==> src/hdl/adcr_params.svh <==
// constants for the converter control and result register block
// assumes: included only by the package, which is compiled ahead of every design module
`ifndef ADCR_PARAMS_SVH
`define ADCR_PARAMS_SVH

// ----------------------------------------------------------------
// widths
// ----------------------------------------------------------------
`define ADCR_RES_W      12
`define ADCR_IDX_W      4
`define ADCR_DIV_W      7
`define ADCR_BYTE_W     8

// ----------------------------------------------------------------
// apb byte offsets
// ----------------------------------------------------------------
`define ADCR_OFF_RES_LOW  8'h00
`define ADCR_OFF_RES_HIGH 8'h04
`define ADCR_OFF_CTL0     8'h08
`define ADCR_OFF_CTL1     8'h0C
`define ADCR_OFF_CTL2     8'h10
`define ADCR_OFF_BG       8'h14
`define ADCR_OFF_INT_STAT 8'h18
`define ADCR_OFF_INT_EN   8'h1C
`define ADCR_OFF_INT_CLR  8'h20

// ----------------------------------------------------------------
// field positions
// ----------------------------------------------------------------
`define ADCR_C0_START   7
`define ADCR_C0_BUSY    6
`define ADCR_C0_EN      5
`define ADCR_C0_ALIGN   4
`define ADCR_C0_CHAN    3:0
`define ADCR_C1_INS     7:4
`define ADCR_C1_CKS     2:0
`define ADCR_C2_AMPEN   7
`define ADCR_C2_AMPIS   4
`define ADCR_C2_REF     3:2
`define ADCR_C2_GAIN    1:0
`define ADCR_BG_EN      0
`define ADCR_INT_DONE   0

// ----------------------------------------------------------------
// reset values and codes
// ----------------------------------------------------------------
`define ADCR_RST_BYTE   8'h00
`define ADCR_RST_WORD   32'h0000_0000
`define ADCR_INS_EXT_A  4'h0
`define ADCR_INS_EXT_B  4'h4
`define ADCR_INS_EXT_HI 2'h3
`define ADCR_DIV_MAX    7'h7F
`define ADCR_CKS_MAX    3'h7

`endif

==> src/hdl/adcr_pkg.sv <==
// types shared by the converter control block and its helpers
// assumes: adcr_params.svh sits on the include path
`include "adcr_params.svh"
package adcr_pkg;

  typedef enum logic [0:0] {
    ADCR_IDLE = 1'b0,
    ADCR_CONV = 1'b1
  } adcr_sar_state_e;

  typedef struct packed {
    adcr_sar_state_e          st;
    logic [`ADCR_IDX_W-1:0]   idx;
    logic [`ADCR_RES_W-1:0]   code;
    logic [`ADCR_RES_W-1:0]   result;
    logic                     done;
  } adcr_sar_s;

  typedef struct packed {
    logic [`ADCR_DIV_W-1:0]   count;
    logic                     tick;
  } adcr_div_s;

  typedef struct packed {
    logic                     start;
    logic                     busy;
    logic                     enable;
    logic                     align;
    logic [3:0]               chan;
    logic [3:0]               ins;
    logic [2:0]               cks;
    logic                     amp_en;
    logic                     amp_is;
    logic [1:0]               refs;
    logic [1:0]               gain;
    logic                     bg_en;
    logic [`ADCR_RES_W-1:0]   result;
    logic                     int_stat;
    logic                     int_en;
    logic                     go;
    logic                     comp_s1;
    logic                     comp_s2;
    logic [31:0]              prdata;
  } adcr_top_s;

endpackage

==> src/hdl/adcr_clkdiv.sv <==
// conversion clock divider: one tick every 2**cks system clocks
// assumes: cks comes from a register on the same clock
`timescale 1ns/1ps
module adcr_clkdiv
  import adcr_pkg::*;
#(
  parameter int DIV_W = `ADCR_DIV_W
) (
  // clock and reset
  input  wire logic       ref_clk,
  input  wire logic       reset_n,
  // control
  input  wire logic [2:0] cks,
  // divided strobe
  output logic            tick
);

  initial begin
    if (DIV_W != `ADCR_DIV_W) $error("adcr_clkdiv: DIV_W unsupported");
  end

  adcr_div_s              s_r;
  adcr_div_s              s_nxt;
  logic [`ADCR_DIV_W-1:0] limit;

  always_comb begin
    limit = `ADCR_DIV_MAX >> (`ADCR_CKS_MAX - cks);
    s_nxt = s_r;
    s_nxt.tick = (s_r.count >= limit);
    if (s_r.count >= limit) begin
      s_nxt.count = '0;
    end else begin
      s_nxt.count = s_r.count + 1'b1;
    end
  end

  always_ff @(posedge ref_clk) begin
    if (!reset_n) begin
      s_r <= '0;
    end else begin
      s_r <= s_nxt;
    end
  end

  assign tick = s_r.tick;

endmodule

==> src/hdl/adcr_sar.sv <==
// successive approximation sequencer, one result bit per tick
// assumes: comp_in is already synchronised to ref_clk
`timescale 1ns/1ps
module adcr_sar
  import adcr_pkg::*;
#(
  parameter int RES_W = `ADCR_RES_W
) (
  // clock and reset
  input  wire logic             ref_clk,
  input  wire logic             reset_n,
  // control
  input  wire logic             tick,
  input  wire logic             go,
  input  wire logic             abort,
  input  wire logic             comp_in,
  // results
  output logic [RES_W-1:0]      dac_code,
  output logic [RES_W-1:0]      result,
  output logic                  done,
  output logic                  active
);

  initial begin
    if (RES_W != `ADCR_RES_W) $error("adcr_sar: RES_W unsupported");
  end

  adcr_sar_s s_r;
  adcr_sar_s s_nxt;

  always_comb begin
    s_nxt = s_r;
    s_nxt.done = 1'b0;
    case (s_r.st)
      ADCR_IDLE: begin
        if (go && !abort) begin
          s_nxt.st = ADCR_CONV;
          s_nxt.idx = `ADCR_IDX_W'(RES_W - 1);
          s_nxt.code = '0;
          s_nxt.code[RES_W-1] = 1'b1;
        end
      end
      ADCR_CONV: begin
        if (abort) begin
          s_nxt.st = ADCR_IDLE;
        end else if (tick) begin
          if (!comp_in) begin
            s_nxt.code[s_r.idx] = 1'b0;
          end
          if (s_r.idx == '0) begin
            s_nxt.st = ADCR_IDLE;
            s_nxt.done = 1'b1;
            s_nxt.result = s_nxt.code;
          end else begin
            s_nxt.idx = s_r.idx - 1'b1;
            s_nxt.code[s_r.idx - 1'b1] = 1'b1;
          end
        end
      end
      default: begin
        s_nxt.st = ADCR_IDLE;
      end
    endcase
  end

  always_ff @(posedge ref_clk) begin
    if (!reset_n) begin
      s_r <= '0;
    end else begin
      s_r <= s_nxt;
    end
  end

  assign dac_code = s_r.code;
  assign result   = s_r.result;
  assign done     = s_r.done;
  assign active   = (s_r.st == ADCR_CONV);

endmodule

==> src/hdl/adcr_top.sv <==
// converter control and result registers behind an apb slave
// assumes: analog converter, amplifier and bandgap sit outside;
// comp_in comes from the analog comparator (asynchronous)
//
// Overview of operation
// - a 12-bit result is held as a high byte and a low byte.
// - align clear puts 11..4 high, 3..0 low top; set puts 11..8, 7..0.
// - data bits not holding result bits read back as zero.
// - with the converter disabled both result bytes keep their value.
// - an internal input source disconnects the external channel input.
// - control reg0: start, busy, enable, align, 4-bit channel select.
// - control reg1: input source in 7..4, clock select in 2..0.
// - control reg2: amp enable, amp input, reference, gain fields.
// - bandgap register holds a single enable bit at bit 0.
// - an analog-assigned pin loses its digital function and pull-up.
// - result registers are read-only; writes change nothing.
// - busy sets when start goes high then low; clears at completion.
// - converter enable powers the converter; clearing it powers down.
// - clock select divides the system clock by 1 up to 128.
//
// The APB interface to the registers and the address map were decided locally.
`timescale 1ns/1ps
module adcr_top
  import adcr_pkg::*;
#(
  parameter int NUM_PINS = 8
) (
  // clock and reset
  input  wire logic                   ref_clk,
  input  wire logic                   reset_n,
  // apb slave
  input  wire logic                   psel,
  input  wire logic                   penable,
  input  wire logic                   pwrite,
  input  wire logic [7:0]             paddr,
  input  wire logic [31:0]            pwdata,
  input  wire logic [3:0]             pstrb,
  output logic [31:0]                 prdata,
  output logic                        pready,
  output logic                        pslverr,
  // interrupt
  output logic                        irq,
  // analog converter side
  input  wire logic                   comp_in,
  output logic [`ADCR_RES_W-1:0]      dac_code,
  output logic                        conv_strobe,
  output logic                        conv_active,
  output logic                        conv_power_en,
  output logic                        ext_chan_connect,
  output logic [3:0]                  ext_chan_sel,
  output logic [3:0]                  int_src_sel,
  output logic                        amp_enable,
  output logic                        amp_input_select,
  output logic [1:0]                  ref_select,
  output logic [1:0]                  amp_gain_select,
  output logic                        bandgap_enable,
  // pin sharing
  input  wire logic [NUM_PINS-1:0]    pin_analog_sel,
  input  wire logic [NUM_PINS-1:0]    pin_pullup_req,
  output logic [NUM_PINS-1:0]         pin_pullup_en,
  output logic [NUM_PINS-1:0]         pin_digital_en
);

  initial begin
    if (NUM_PINS < 1) $error("adcr_top: NUM_PINS must be positive");
  end

  // ----------------------------------------------------------------
  // state and helpers
  // ----------------------------------------------------------------
  adcr_top_s                s_r;
  adcr_top_s                s_nxt;
  logic                     tick;
  logic                     sar_done;
  logic                     sar_active;
  logic [`ADCR_RES_W-1:0]   sar_result;
  logic                     setup;
  logic                     wr_acc;
  logic                     hit;
  logic                     is_ext;
  logic [7:0]               wbyte;
  logic [7:0]               rbyte;
  logic                     div_rst_n;

  assign setup  = psel && !penable;
  assign wr_acc = psel && penable && pwrite && pstrb[0];
  assign wbyte  = pwdata[7:0];

  // restart the divider at launch so that the first trial bit gets a
  // full conversion clock period for the comparator path to settle
  assign div_rst_n = reset_n && !s_r.go;

  always_comb begin
    case (paddr)
      `ADCR_OFF_RES_LOW, `ADCR_OFF_RES_HIGH, `ADCR_OFF_CTL0,
      `ADCR_OFF_CTL1, `ADCR_OFF_CTL2, `ADCR_OFF_BG,
      `ADCR_OFF_INT_STAT, `ADCR_OFF_INT_EN,
      `ADCR_OFF_INT_CLR: hit = 1'b1;
      default:           hit = 1'b0;
    endcase
  end

  // codes 0000, 0100 and 11xx select the external channel
  assign is_ext = (s_r.ins == `ADCR_INS_EXT_A) ||
                  (s_r.ins == `ADCR_INS_EXT_B) ||
                  (s_r.ins[3:2] == `ADCR_INS_EXT_HI);

  // ----------------------------------------------------------------
  // read mux
  // ----------------------------------------------------------------
  always_comb begin
    rbyte = `ADCR_RST_BYTE;
    case (paddr)
      `ADCR_OFF_RES_LOW: begin
        if (s_r.align) begin
          rbyte = s_r.result[7:0];
        end else begin
          rbyte[7:4] = s_r.result[3:0];
        end
      end
      `ADCR_OFF_RES_HIGH: begin
        if (s_r.align) begin
          rbyte[3:0] = s_r.result[11:8];
        end else begin
          rbyte = s_r.result[11:4];
        end
      end
      `ADCR_OFF_CTL0: begin
        rbyte[`ADCR_C0_START] = s_r.start;
        rbyte[`ADCR_C0_BUSY]  = s_r.busy;
        rbyte[`ADCR_C0_EN]    = s_r.enable;
        rbyte[`ADCR_C0_ALIGN] = s_r.align;
        rbyte[`ADCR_C0_CHAN]  = s_r.chan;
      end
      `ADCR_OFF_CTL1: begin
        rbyte[`ADCR_C1_INS] = s_r.ins;
        rbyte[`ADCR_C1_CKS] = s_r.cks;
      end
      `ADCR_OFF_CTL2: begin
        rbyte[`ADCR_C2_AMPEN] = s_r.amp_en;
        rbyte[`ADCR_C2_AMPIS] = s_r.amp_is;
        rbyte[`ADCR_C2_REF]   = s_r.refs;
        rbyte[`ADCR_C2_GAIN]  = s_r.gain;
      end
      `ADCR_OFF_BG:       rbyte[`ADCR_BG_EN] = s_r.bg_en;
      `ADCR_OFF_INT_STAT: rbyte[`ADCR_INT_DONE] = s_r.int_stat;
      `ADCR_OFF_INT_EN:   rbyte[`ADCR_INT_DONE] = s_r.int_en;
      default:            rbyte = `ADCR_RST_BYTE;
    endcase
  end

  // ----------------------------------------------------------------
  // next state
  // ----------------------------------------------------------------
  always_comb begin
    s_nxt = s_r;
    s_nxt.go = 1'b0;
    s_nxt.comp_s1 = comp_in;
    s_nxt.comp_s2 = s_r.comp_s1;
    if (setup && !pwrite) begin
      s_nxt.prdata = {24'h00_0000, rbyte};
    end
    if (wr_acc) begin
      case (paddr)
        `ADCR_OFF_CTL0: begin
          s_nxt.start  = wbyte[`ADCR_C0_START];
          s_nxt.enable = wbyte[`ADCR_C0_EN];
          s_nxt.align  = wbyte[`ADCR_C0_ALIGN];
          s_nxt.chan   = wbyte[`ADCR_C0_CHAN];
        end
        `ADCR_OFF_CTL1: begin
          s_nxt.ins = wbyte[`ADCR_C1_INS];
          s_nxt.cks = wbyte[`ADCR_C1_CKS];
        end
        `ADCR_OFF_CTL2: begin
          s_nxt.amp_en = wbyte[`ADCR_C2_AMPEN];
          s_nxt.amp_is = wbyte[`ADCR_C2_AMPIS];
          s_nxt.refs   = wbyte[`ADCR_C2_REF];
          s_nxt.gain   = wbyte[`ADCR_C2_GAIN];
        end
        `ADCR_OFF_BG:     s_nxt.bg_en = wbyte[`ADCR_BG_EN];
        `ADCR_OFF_INT_EN: s_nxt.int_en = wbyte[`ADCR_INT_DONE];
        `ADCR_OFF_INT_CLR: begin
          if (wbyte[`ADCR_INT_DONE]) begin
            s_nxt.int_stat = 1'b0;
          end
        end
        default: s_nxt.go = 1'b0; // result registers ignore writes
      endcase
    end
    // start falling edge launches a conversion
    if (s_r.start && !s_nxt.start && s_r.enable && s_nxt.enable &&
        !s_r.busy) begin
      s_nxt.busy = 1'b1;
      s_nxt.go = 1'b1;
    end
    if (sar_done) begin
      s_nxt.busy = 1'b0;
      s_nxt.result = sar_result;
      s_nxt.int_stat = 1'b1; // set wins over clear
    end
    if (!s_r.enable) begin
      s_nxt.busy = 1'b0;
      s_nxt.go = 1'b0;
    end
  end

  always_ff @(posedge ref_clk) begin
    if (!reset_n) begin
      s_r <= '0;
    end else begin
      s_r <= s_nxt;
    end
  end

  // ----------------------------------------------------------------
  // helpers
  // ----------------------------------------------------------------
  adcr_clkdiv u_div (
    .ref_clk (ref_clk),
    .reset_n (div_rst_n),
    .cks     (s_r.cks),
    .tick    (tick)
  );

  adcr_sar u_sar (
    .ref_clk  (ref_clk),
    .reset_n  (reset_n),
    .tick     (tick),
    .go       (s_r.go),
    .abort    (!s_r.enable),
    .comp_in  (s_r.comp_s2),
    .dac_code (dac_code),
    .result   (sar_result),
    .done     (sar_done),
    .active   (sar_active)
  );

  // ----------------------------------------------------------------
  // outputs
  // ----------------------------------------------------------------
  assign prdata           = s_r.prdata;
  assign pready           = 1'b1;
  assign pslverr          = psel && penable && !hit;
  assign irq              = s_r.int_stat && s_r.int_en;
  assign conv_strobe      = tick && sar_active;
  assign conv_active      = sar_active;
  assign conv_power_en    = s_r.enable;
  assign ext_chan_connect = is_ext && s_r.enable;
  assign ext_chan_sel     = s_r.chan;
  assign int_src_sel      = s_r.ins;
  assign amp_enable       = s_r.amp_en;
  assign amp_input_select = s_r.amp_is;
  assign ref_select       = s_r.refs;
  assign amp_gain_select  = s_r.gain;
  assign bandgap_enable   = s_r.bg_en;

  genvar gi;
  generate
    for (gi = 0; gi < NUM_PINS; gi++) begin : g_pin
      assign pin_pullup_en[gi]  = pin_pullup_req[gi] &&
                                  !pin_analog_sel[gi];
      assign pin_digital_en[gi] = !pin_analog_sel[gi];
    end
  endgenerate
endmodule

==> config.mk <==
export PLATFORM = sky130hd
export DESIGN_NAME = adcr_top
export DESIGN_NICKNAME = d
export VERILOG_FILES = /design/src/hdl/adcr_pkg.sv /design/src/hdl/adcr_clkdiv.sv /design/src/hdl/adcr_sar.sv /design/src/hdl/adcr_top.sv
export VERILOG_INCLUDE_DIRS = /design/src /design/src/hdl
export SDC_FILE = /design/constraint.sdc
export NUM_CORES = 1
export LEC_CHECK = 0
export BUFFER_PORTS_ARGS = -buffer_cell sky130_fd_sc_hd__buf_2
export CAP_MARGIN = 10
export CORE_AREA = 2 2 103 105
export DETAILED_ROUTE_END_ITERATION = 7
export DIE_AREA = 0 0 105 107
export PLACE_DENSITY = 0.84
export REMOVE_ABC_BUFFERS = 1
export SYNTH_ARGS = -nofsm -noshare
export SYNTH_HDL_FRONTEND = slang
export SYNTH_SLANG_ARGS = --single-unit
==> constraint.sdc <==
create_clock -name ref_clk -period 2.1 [get_ports ref_clk]
set_input_delay 0.105 -clock ref_clk [delete_from_list [all_inputs] [get_ports ref_clk]]
set_output_delay 0.105 -clock ref_clk [all_outputs]
set_load 0.05 [all_outputs]
==> results.rst, run 1 <==
.. list-table::
   :header-rows: 1

   * - Metric
     - Value
   * - Global Route Usage Sum
     - between 15 and 20%
   * - Port Buf Inserts
     - 95
   * - Final wirelength
     - 10.43 mm
   * - Clock slew seen by the registers of the worst setup and hold paths
     - 0.08 ns
   * - Gate Count Post-Synth
     - 537
   * - Final Hold Vio Count
     - 0
   * - Ratio of routed vias to standard cells
     - approximately 5.3
   * - Worst hold slack after final layout
     - 0.03745 ns
   * - Portion of total power attributed to combinational logic
     - a little under an eighth
   * - Data required, critical path
     - 2.38 ns
   * - Insertion delay to the later sink of the worst-skew pair
     - 0.35 ns
   * - Total DRC errors in the routed layout
     - 0
   * - Most common cell on crit path
     - buf_4
   * - Commonest cells after routing, fill and taps aside
     - buf_2, dfxtp_1, nor2_1
   * - Synth-to-Final Area Change
     - 10.10%
   * - Leakage component of the power
     - 2.153 nW
   * - H-Tree Depth
     - 3
   * - Classification of the worst setup path
     - reg -> reg
   * - Final setup vio count
     - 0
   * - Share of final-layout standard cells stronger than drive strength 1
     - approximately 22%
   * - Number of inserted diodes
     - 0
   * - Number of rows in the core area
     - 37
   * - Commonest non-fill, non-tap cell in the layout
     - buf_2
   * - Hold/Removal Path Class
     - in -> reg
   * - Pre-Repair DR Iteration Count
     - 5
   * - Global-route wire length before repair
     - about 17 mm
   * - Total number of vias
     - around 3900
   * - Clock tree from TritonCTS
     - yes
   * - Core utilization of the finished layout
     - 48.79%
   * - Critical path arrival
     - between 2 and 2.5 ns
   * - Worst path slowest cell
     - dfxtp_1
   * - Post-route antenna net violation count
     - 0
   * - Net switching power of the design
     - 0.7993 mW
   * - Post-layout min period
     - around 2 ns
   * - Unique masters post-synth
     - 57
   * - Slew at the pin with the worst max-slew slack
     - 0.7570 ns
   * - Number of synthesized register bits
     - 85
   * - Number of cells in the design after placement
     - between 700 and 800
   * - Setup Skew
     - 0.01090 ns
   * - Clock share of power
     - between 30% and 40%
   * - Die Y
     - 107 µm
   * - Die area
     - 11240 µm²
   * - Cell at the root of the clock tree
     - clkbuf_8
   * - Routed wire length per instance
     - 14.29 µm
   * - Maxcap violations
     - 0
   * - Global route overflow
     - 0
   * - Sequential area share after synthesis
     - 38.05%
   * - Most area-hungry cell type in the Yosys netlist
     - dfxtp_1
   * - Basic-gate share of the synthesized area counting and, or, nand and nor cells
     - 20.01%
   * - Status
     - completed
   * - Fill cells
     - 967
   * - Initial antenna violation count
     - 0
   * - Critical path, cell by cell
     - buf_4 -> or3_1 -> ha_1 -> nand2b_1 -> a21o_1 -> a21oi_2 -> o21ai_1 -> buf_4 -> nor2_1
   * - Count of non-filler cells in the finished layout
     - 730
   * - Multiplexer area fraction after synthesis
     - 10.44%
   * - Max FO, Critical Path
     - 7
   * - Pin count of the biggest net entering global routing
     - 67
   * - Area fraction in compound gates after synthesis
     - between 10% and 20%
   * - Sequential fraction of design power
     - between 50% and 60%
   * - Effective utilization at floorplan
     - 44.31%
   * - Delay contributed by the slowest stage of the critical path
     - 0.33 ns
   * - Number of enable-type register cells in the synthesized netlist
     - 0
   * - Count of pins over their slew limit
     - 0
   * - Share of flip-flops with an asynchronous set or reset after synthesis
     - 0%
   * - GP Congestion
     - 0.9735
   * - Area share of the leading cell type in the synthesized netlist
     - 38.05%
   * - Top post-synthesis cells by area
     - dfxtp_1, buf_4, mux2i_1
   * - Clock net sink count
     - 85
   * - Final cycle utilization of the critical path
     - 95.09%
   * - Chip Width
     - roughly 110 µm
   * - Top_reg_cell synth
     - dfxtp_1
   * - Area of the placeable core
     - 10090 µm²
   * - Parity-gate share of the synthesized area counting xor and xnor cells
     - less than 1%
   * - Ports placed on the boundary
     - approximately 150
   * - Final Net Count
     - 666
   * - Largest voltage drop on the vdd net
     - 0.3609 mV
   * - Max Clk Rate
     - around 500 MHz
   * - Cell Pwr Density
     - 593.6 nW/µm²
   * - Combinational family with the most area after synthesis
     - simple AND/OR/NAND/NOR gates
   * - Buffers from clock root to sink, at most
     - 2
   * - Inserted Clock Buffers
     - 9
   * - Count of synthesis-stage warnings from yosys
     - 0
   * - Number of DRC violations after detailed-routing iteration 0
     - 226
   * - Sequential Area
     - 1707 µm²
   * - Average cell area after synthesis
     - around 8.3 µm²
   * - Adder-cell share of the synthesized area
     - 2.238%
   * - Post-DP HPWL
     - about 7.6 mm
   * - Startpoint type of the worst setup path
     - flip-flop
   * - Area of the mapped netlist
     - 4472 µm²
   * - Multi-input gate area
     - 2253 µm²
   * - Endpoint class of the critical path
     - flip-flop
   * - Number of global-route vias before repair
     - 3574
   * - Relative slew margins
     - 49.46%
   * - Sw frac
     - 27.35%
   * - Internal power contribution
     - 2.123 mW
routing by layer:
metal	vias to the layer above	share of wire, %	GRT usage, %
li1	1881	-	-
met1	1780	43	22.86
met2	192	47	30.15
met3	20	8.2	5.106
met4	0	1.8	6.286
met5	-	0	0
cell families (layout without fill, tap and decap cells):
family	count (synthesis)	after routing
and+or+nand+nor	186	186
xor gates and xnor gates	5	5
buffers and inverters	103	137
muxes	45	45
DFF	85	85
other	2	25
adders and majority gates	8	8
AOI/OAI and AO/OA	103	103
what timing repair did:
action / 4_1_cts / 5_1_grt
pin swaps: 0 / 0
gates resized for setup: 3 / 4
buffers inserted: 1 / 0
hold buffers: 3 / 0
hold endpoints to repair: 3 / 0
endpoints found under the setup margin: 7 / 7
synth_stat cells (all sizes together), types with 3 or more instances:
master / instances
a21o: 4
a21oi: 44
a22oi: 8
a31oi: 6
a32o: 3
a32oi: 3
and2: 8
and3: 5
buf: 66
clkbuf: 21
dfxtp: 85
ha: 8
inv: 16
mux2: 3
mux2i: 41
nand2: 45
nand2b: 3
nand3: 16
nand4: 3
nor2: 68
nor2b: 13
nor3: 12
o21ai: 18
or4: 3
xnor2: 3
worst paths after layout:
kind / from / endpoint / slack, ns / cells past startpoint
max: s_r[57] / u_div.s_r[4] / 0.10 / 9
min: pwdata[4] / int_src_sel[0] / 0.04 / 3
max reg2reg: s_r[57] / u_div.s_r[4] / 0.10 / 9
min reg2reg: s_nxt[32] / s_r[32] / 0.44 / 1
power by group through the flow:
stage	sequential, mW	combinational (mW)	clock (mW)
after CTS	1.62	0.341	0.987
after floorplan	1.68	0.214	0
after detailed placement	1.66	0.336	0
after global routing	1.62	0.361	1.08
after global placement	1.66	0.332	0
final	1.62	0.343	0.956
worst max-delay path: cells and delay by family (launching register included):
| family | cells | cell delay (ns) |
|---|---|---|
| AOI/OAI and AO/OA | 3 | 0.43 |
| adders and majority gates | 1 | 0.28 |
| buffers and inverters | 2 | 0.33 |
| DFF | 1 | 0.33 |
| and+or+nand+nor | 3 | 0.57 |
registers in the layout (all words and copies together) (netlist names):
register,flops
s_nxt,1
u_sar.done,1
amp_input_select,1
int_src_sel,4
conv_power_en,1
s_r,22
prdata,8
u_div.tick,1
bandgap_enable,1
u_sar.s_r,4
ext_chan_sel,4
u_sar.dac_code,12
u_sar.active,1
u_sar.result,12
ref_select,2
amp_gain_select,2
u_div.s_r,7
amp_enable,1
area by class of cell:
class,count,area share (%)
multi-input cells,372,45.77
clock inverters,3,0.3050
well taps,136,3.456
repair buffers,108,11.79
clock buffers,10,2.795
flip-flops and latches,85,34.66
inverters,16,1.220
through the flow:
step / setup WS (ns) / power (mW) / cell area [µm²] / TNS (ns)
3_3_place_gp: 0.07355 / 1.995 / 4718 / 0
5_1_grt: -0.003250 / 3.061 / 4923 / -0.003250
3_5_place_dp: -0.09223 / 1.998 / 4718 / -0.5300
2_1_floorplan: -0.1805 / 1.897 / 4005 / -2.166
4_1_cts: 0.01166 / 2.953 / 4912 / 0
6_report: 0.1031 / 2.923 / 4923 / 0
Power figures use the tool's default switching activity.
==> run 2: changes to the inputs <==
Settings changed: CORE_AREA 2 2 103 105 to 2 2 101 103, CTS_BUF_LIST from default to sky130_fd_sc_hd__clkbuf_4 sky130_fd_sc_hd__clkbuf_8, DIE_AREA 0 0 105 107 to 0 0 103 105, PLACE_DENSITY 0.84 to 0.87.
==> run 2 against run 1 <==
Critical endpoint is now u_div.s_r[7]; design area is 1.5% higher; first-iteration DRC count down 7.5%; clock power rose by 45%; critical path type unchanged.
==> results.rst, run 2 (synthesis gave the netlist of run 1 again) <==
.. list-table::
   :header-rows: 1

   * - Metric
     - Value
   * - Status
     - completed
   * - Pre-Repair DR Iteration Count
     - 5 (unchanged)
   * - Classification of the worst setup path
     - reg -> reg
   * - Max FO, Critical Path
     - 7 (unchanged)
   * - Total number of vias
     - 3950 (+2.0%)
   * - Hold/Removal Path Class
     - in -> reg
   * - Worst Hold Path Cells
     - 3 (unchanged)
   * - Post-layout min period
     - 2.018 ns (+0.02112 ns)
   * - Insertion delay to the later sink of the worst-skew pair
     - 0.36 ns (about the same)
   * - Die Y
     - 105 µm (-1.9%)
   * - Inserted Clock Buffers
     - 9 (unchanged)
   * - Final wirelength
     - 10.84 mm (+4.0%)
   * - H-Tree Depth
     - 3 (unchanged)
   * - HP Start
     - pwdata[4]
   * - Die area
     - 10820 µm² (-3.7%)
   * - Ports placed on the boundary
     - 148 (unchanged)
   * - Max Clk Rate
     - 495.5 MHz (-1.0%)
   * - Clock net sink count
     - 85 (unchanged)
   * - Area of the placeable core
     - 9639 µm² (-4.5%)
   * - Share of final-layout standard cells stronger than drive strength 1
     - 22.15% (+0.094 points)
   * - Count of non-filler cells in the finished layout
     - 729 (-0.14%)
   * - Worst slack at placement
     - 0.03937 ns (+0.1316 ns)
   * - Port Buf Inserts
     - 95 (unchanged)
   * - Ratio of routed vias to standard cells
     - 5.418 (+2.1%)
   * - Total DRC errors in the routed layout
     - 0 (unchanged)
   * - Largest voltage drop on the vdd net
     - 0.4190 mV (+16%)
   * - Leakage component of the power
     - 2.188 nW (+1.6%)
   * - Global-route wire length before repair
     - 17.18 mm (+2.3%)
   * - Beginning of the worst register-to-register path
     - s_r[57]
   * - Critical path arrival
     - 2.31 ns (+0.03 ns)
   * - Routed wire length per instance
     - 14.88 µm (+4.1%)
   * - Endpoint class of the critical path
     - flip-flop
   * - Post-route setup TNS
     - 0 ns (unchanged)
   * - Final Hold Vio Count
     - 0 (unchanged)
   * - Pin count of the biggest net entering global routing
     - 67 (unchanged)
   * - Cell depth of the worst flop-to-flop path
     - 9 (unchanged)
   * - R2R Path End
     - u_div.s_r[7]
   * - Startpoint type of the worst setup path
     - flip-flop
   * - Clock slew seen by the registers of the worst setup and hold paths
     - 0.10 ns (+0.02 ns)
   * - Slew at the pin with the worst max-slew slack
     - 0.7975 ns (+0.04043 ns)
   * - Global route overflow
     - 0 (unchanged)
   * - Commonest non-fill, non-tap cell in the layout
     - buf_2
   * - Cell Pwr Density
     - 671.7 nW/µm² (+13%)
   * - Global Route Usage Sum
     - 19.84% (+1.6 points)
   * - Setup Skew
     - 0.01604 ns (+0.005138 ns)
   * - Chip Width
     - 103 µm (-1.9%)
   * - Worst hold path endpoint
     - s_r[67]
   * - Final Net Count
     - 665 (-0.15%)
   * - Number of rows in the core area
     - 36 (-2.7%)
   * - Final worst-path setup slack
     - 0.08198 ns (-0.02112 ns)
   * - Number of DRC violations after detailed-routing iteration 0
     - 209 (-7.5%)
   * - Register with the most flip-flops
     - s_r
   * - Number of global-route vias before repair
     - 3643 (+1.9%)
   * - Data required, critical path
     - 2.39 ns (about the same)
   * - Effective utilization at floorplan
     - 46.39% (+2.1 points)
   * - Count of pins over their slew limit
     - 0 (unchanged)
   * - Maxcap violations
     - 0 (unchanged)
   * - Cell at the root of the clock tree
     - clkbuf_8
   * - Buffers from clock root to sink, at most
     - 2 (unchanged)
   * - Setup slack of the worst register-to-register path
     - 0.08 ns (-0.02 ns)
   * - Max reg flops
     - 22 (unchanged)
   * - Post-route antenna net violation count
     - 0 (unchanged)
   * - GP Congestion
     - 0.9519 (-2.2%)
   * - Number of cells in the design after placement
     - 709 (-0.56%)
   * - Relative slew margins
     - 46.76% (-2.7 points)
   * - Initial antenna violation count
     - 0 (unchanged)
   * - Number of inserted diodes
     - 0 (unchanged)
   * - Multi-input gate area
     - 2250 µm² (-0.17%)
   * - Synth-to-Final Area Change
     - 11.72%
   * - Sequential Area
     - 1704 µm² (-0.15%)
   * - Final setup vio count
     - 0 (unchanged)
   * - Post-DP HPWL
     - 7.872 mm (+3.1%)
   * - Commonest cells after routing, fill and taps aside
     - buf_2, dfxtp_1, nor2_1
   * - Clock tree from TritonCTS
     - yes
   * - Final cycle utilization of the critical path
     - 96.10% (+1.0 points)
   * - Fill cells
     - 894 (-7.5%)
run 2: what timing repair did:
action | 4_1_cts | 5_1_grt
setup endpoints to repair | 0 | 7
hold buffers | 3 | 0
endpoints found under the hold margin | 3 | 0
setup buffers | 0 | 1
resized for setup | 0 | 4
run 2: where the power goes:
part           internal, mW  total [mW]  leakage (nW)  switching, mW
sequential             1.62        1.62         0.687        0.00475
combinational        0.0677       0.344          1.38          0.276
clock                 0.804        1.39         0.120          0.585
total                  2.49        3.36          2.19          0.866
run 2: layout make-up:
type	count	share of cell area [%]
clock buffer	10	2.630
clock inverter	6	2.229
inverter	16	1.202
multi-input combinational	372	45.03
sequential	85	34.11
tap	133	3.331
timing repair buffer	107	11.47
run 2: worst max-delay path: stages (launching register included):
cell,delay (ns)
dfxtp_1,0.32
buf_4,0.15
or3_1,0.31
ha_1,0.27
nand2b_1,0.14
a21o_1,0.17
a21oi_1,0.22
o21ai_1,0.11
buf_4,0.17
nor2_1,0.10
run 2: per-layer routing:
layer / up-vias / track usage, % / wire length, µm
met4: 0 / 5.827 / 160
met5: - / 0 / 0
li1: 1883 / - / -
met1: 1835 / 25.58 / 4526
met2: 209 / 32.42 / 5225
met3: 23 / 5.017 / 932
run 2: how the worst max path moves through the flow:
stage	start	end	slack, ns	cells after the start
floorplan	u_sar.active	u_sar.s_r[27]	-0.18	5
CTS	s_r[56]	u_div.s_r[3]	0.003	7
detailed placement	s_r[56]	u_div.s_r[3]	0.04	7
finish	s_r[57]	u_div.s_r[7]	0.08	9
global placement	s_r[56]	u_div.s_r[7]	0.12	7
global route	s_r[57]	u_div.s_r[3]	-0.009	9
run 2: per-stage QoR:
stage	power [mW]	area, µm²	hold WS (ns)	util (%)
after floorplan	1.897	4005	0.2267	-
after global placement	1.994	4707	0.3140	48.83
after detailed placement	1.998	4707	0.3174	48.83
after CTS	3.377	4980	0.007585	51.66
after global routing	3.470	4996	0.05034	51.83
final	3.356	4996	0.02276	51.83
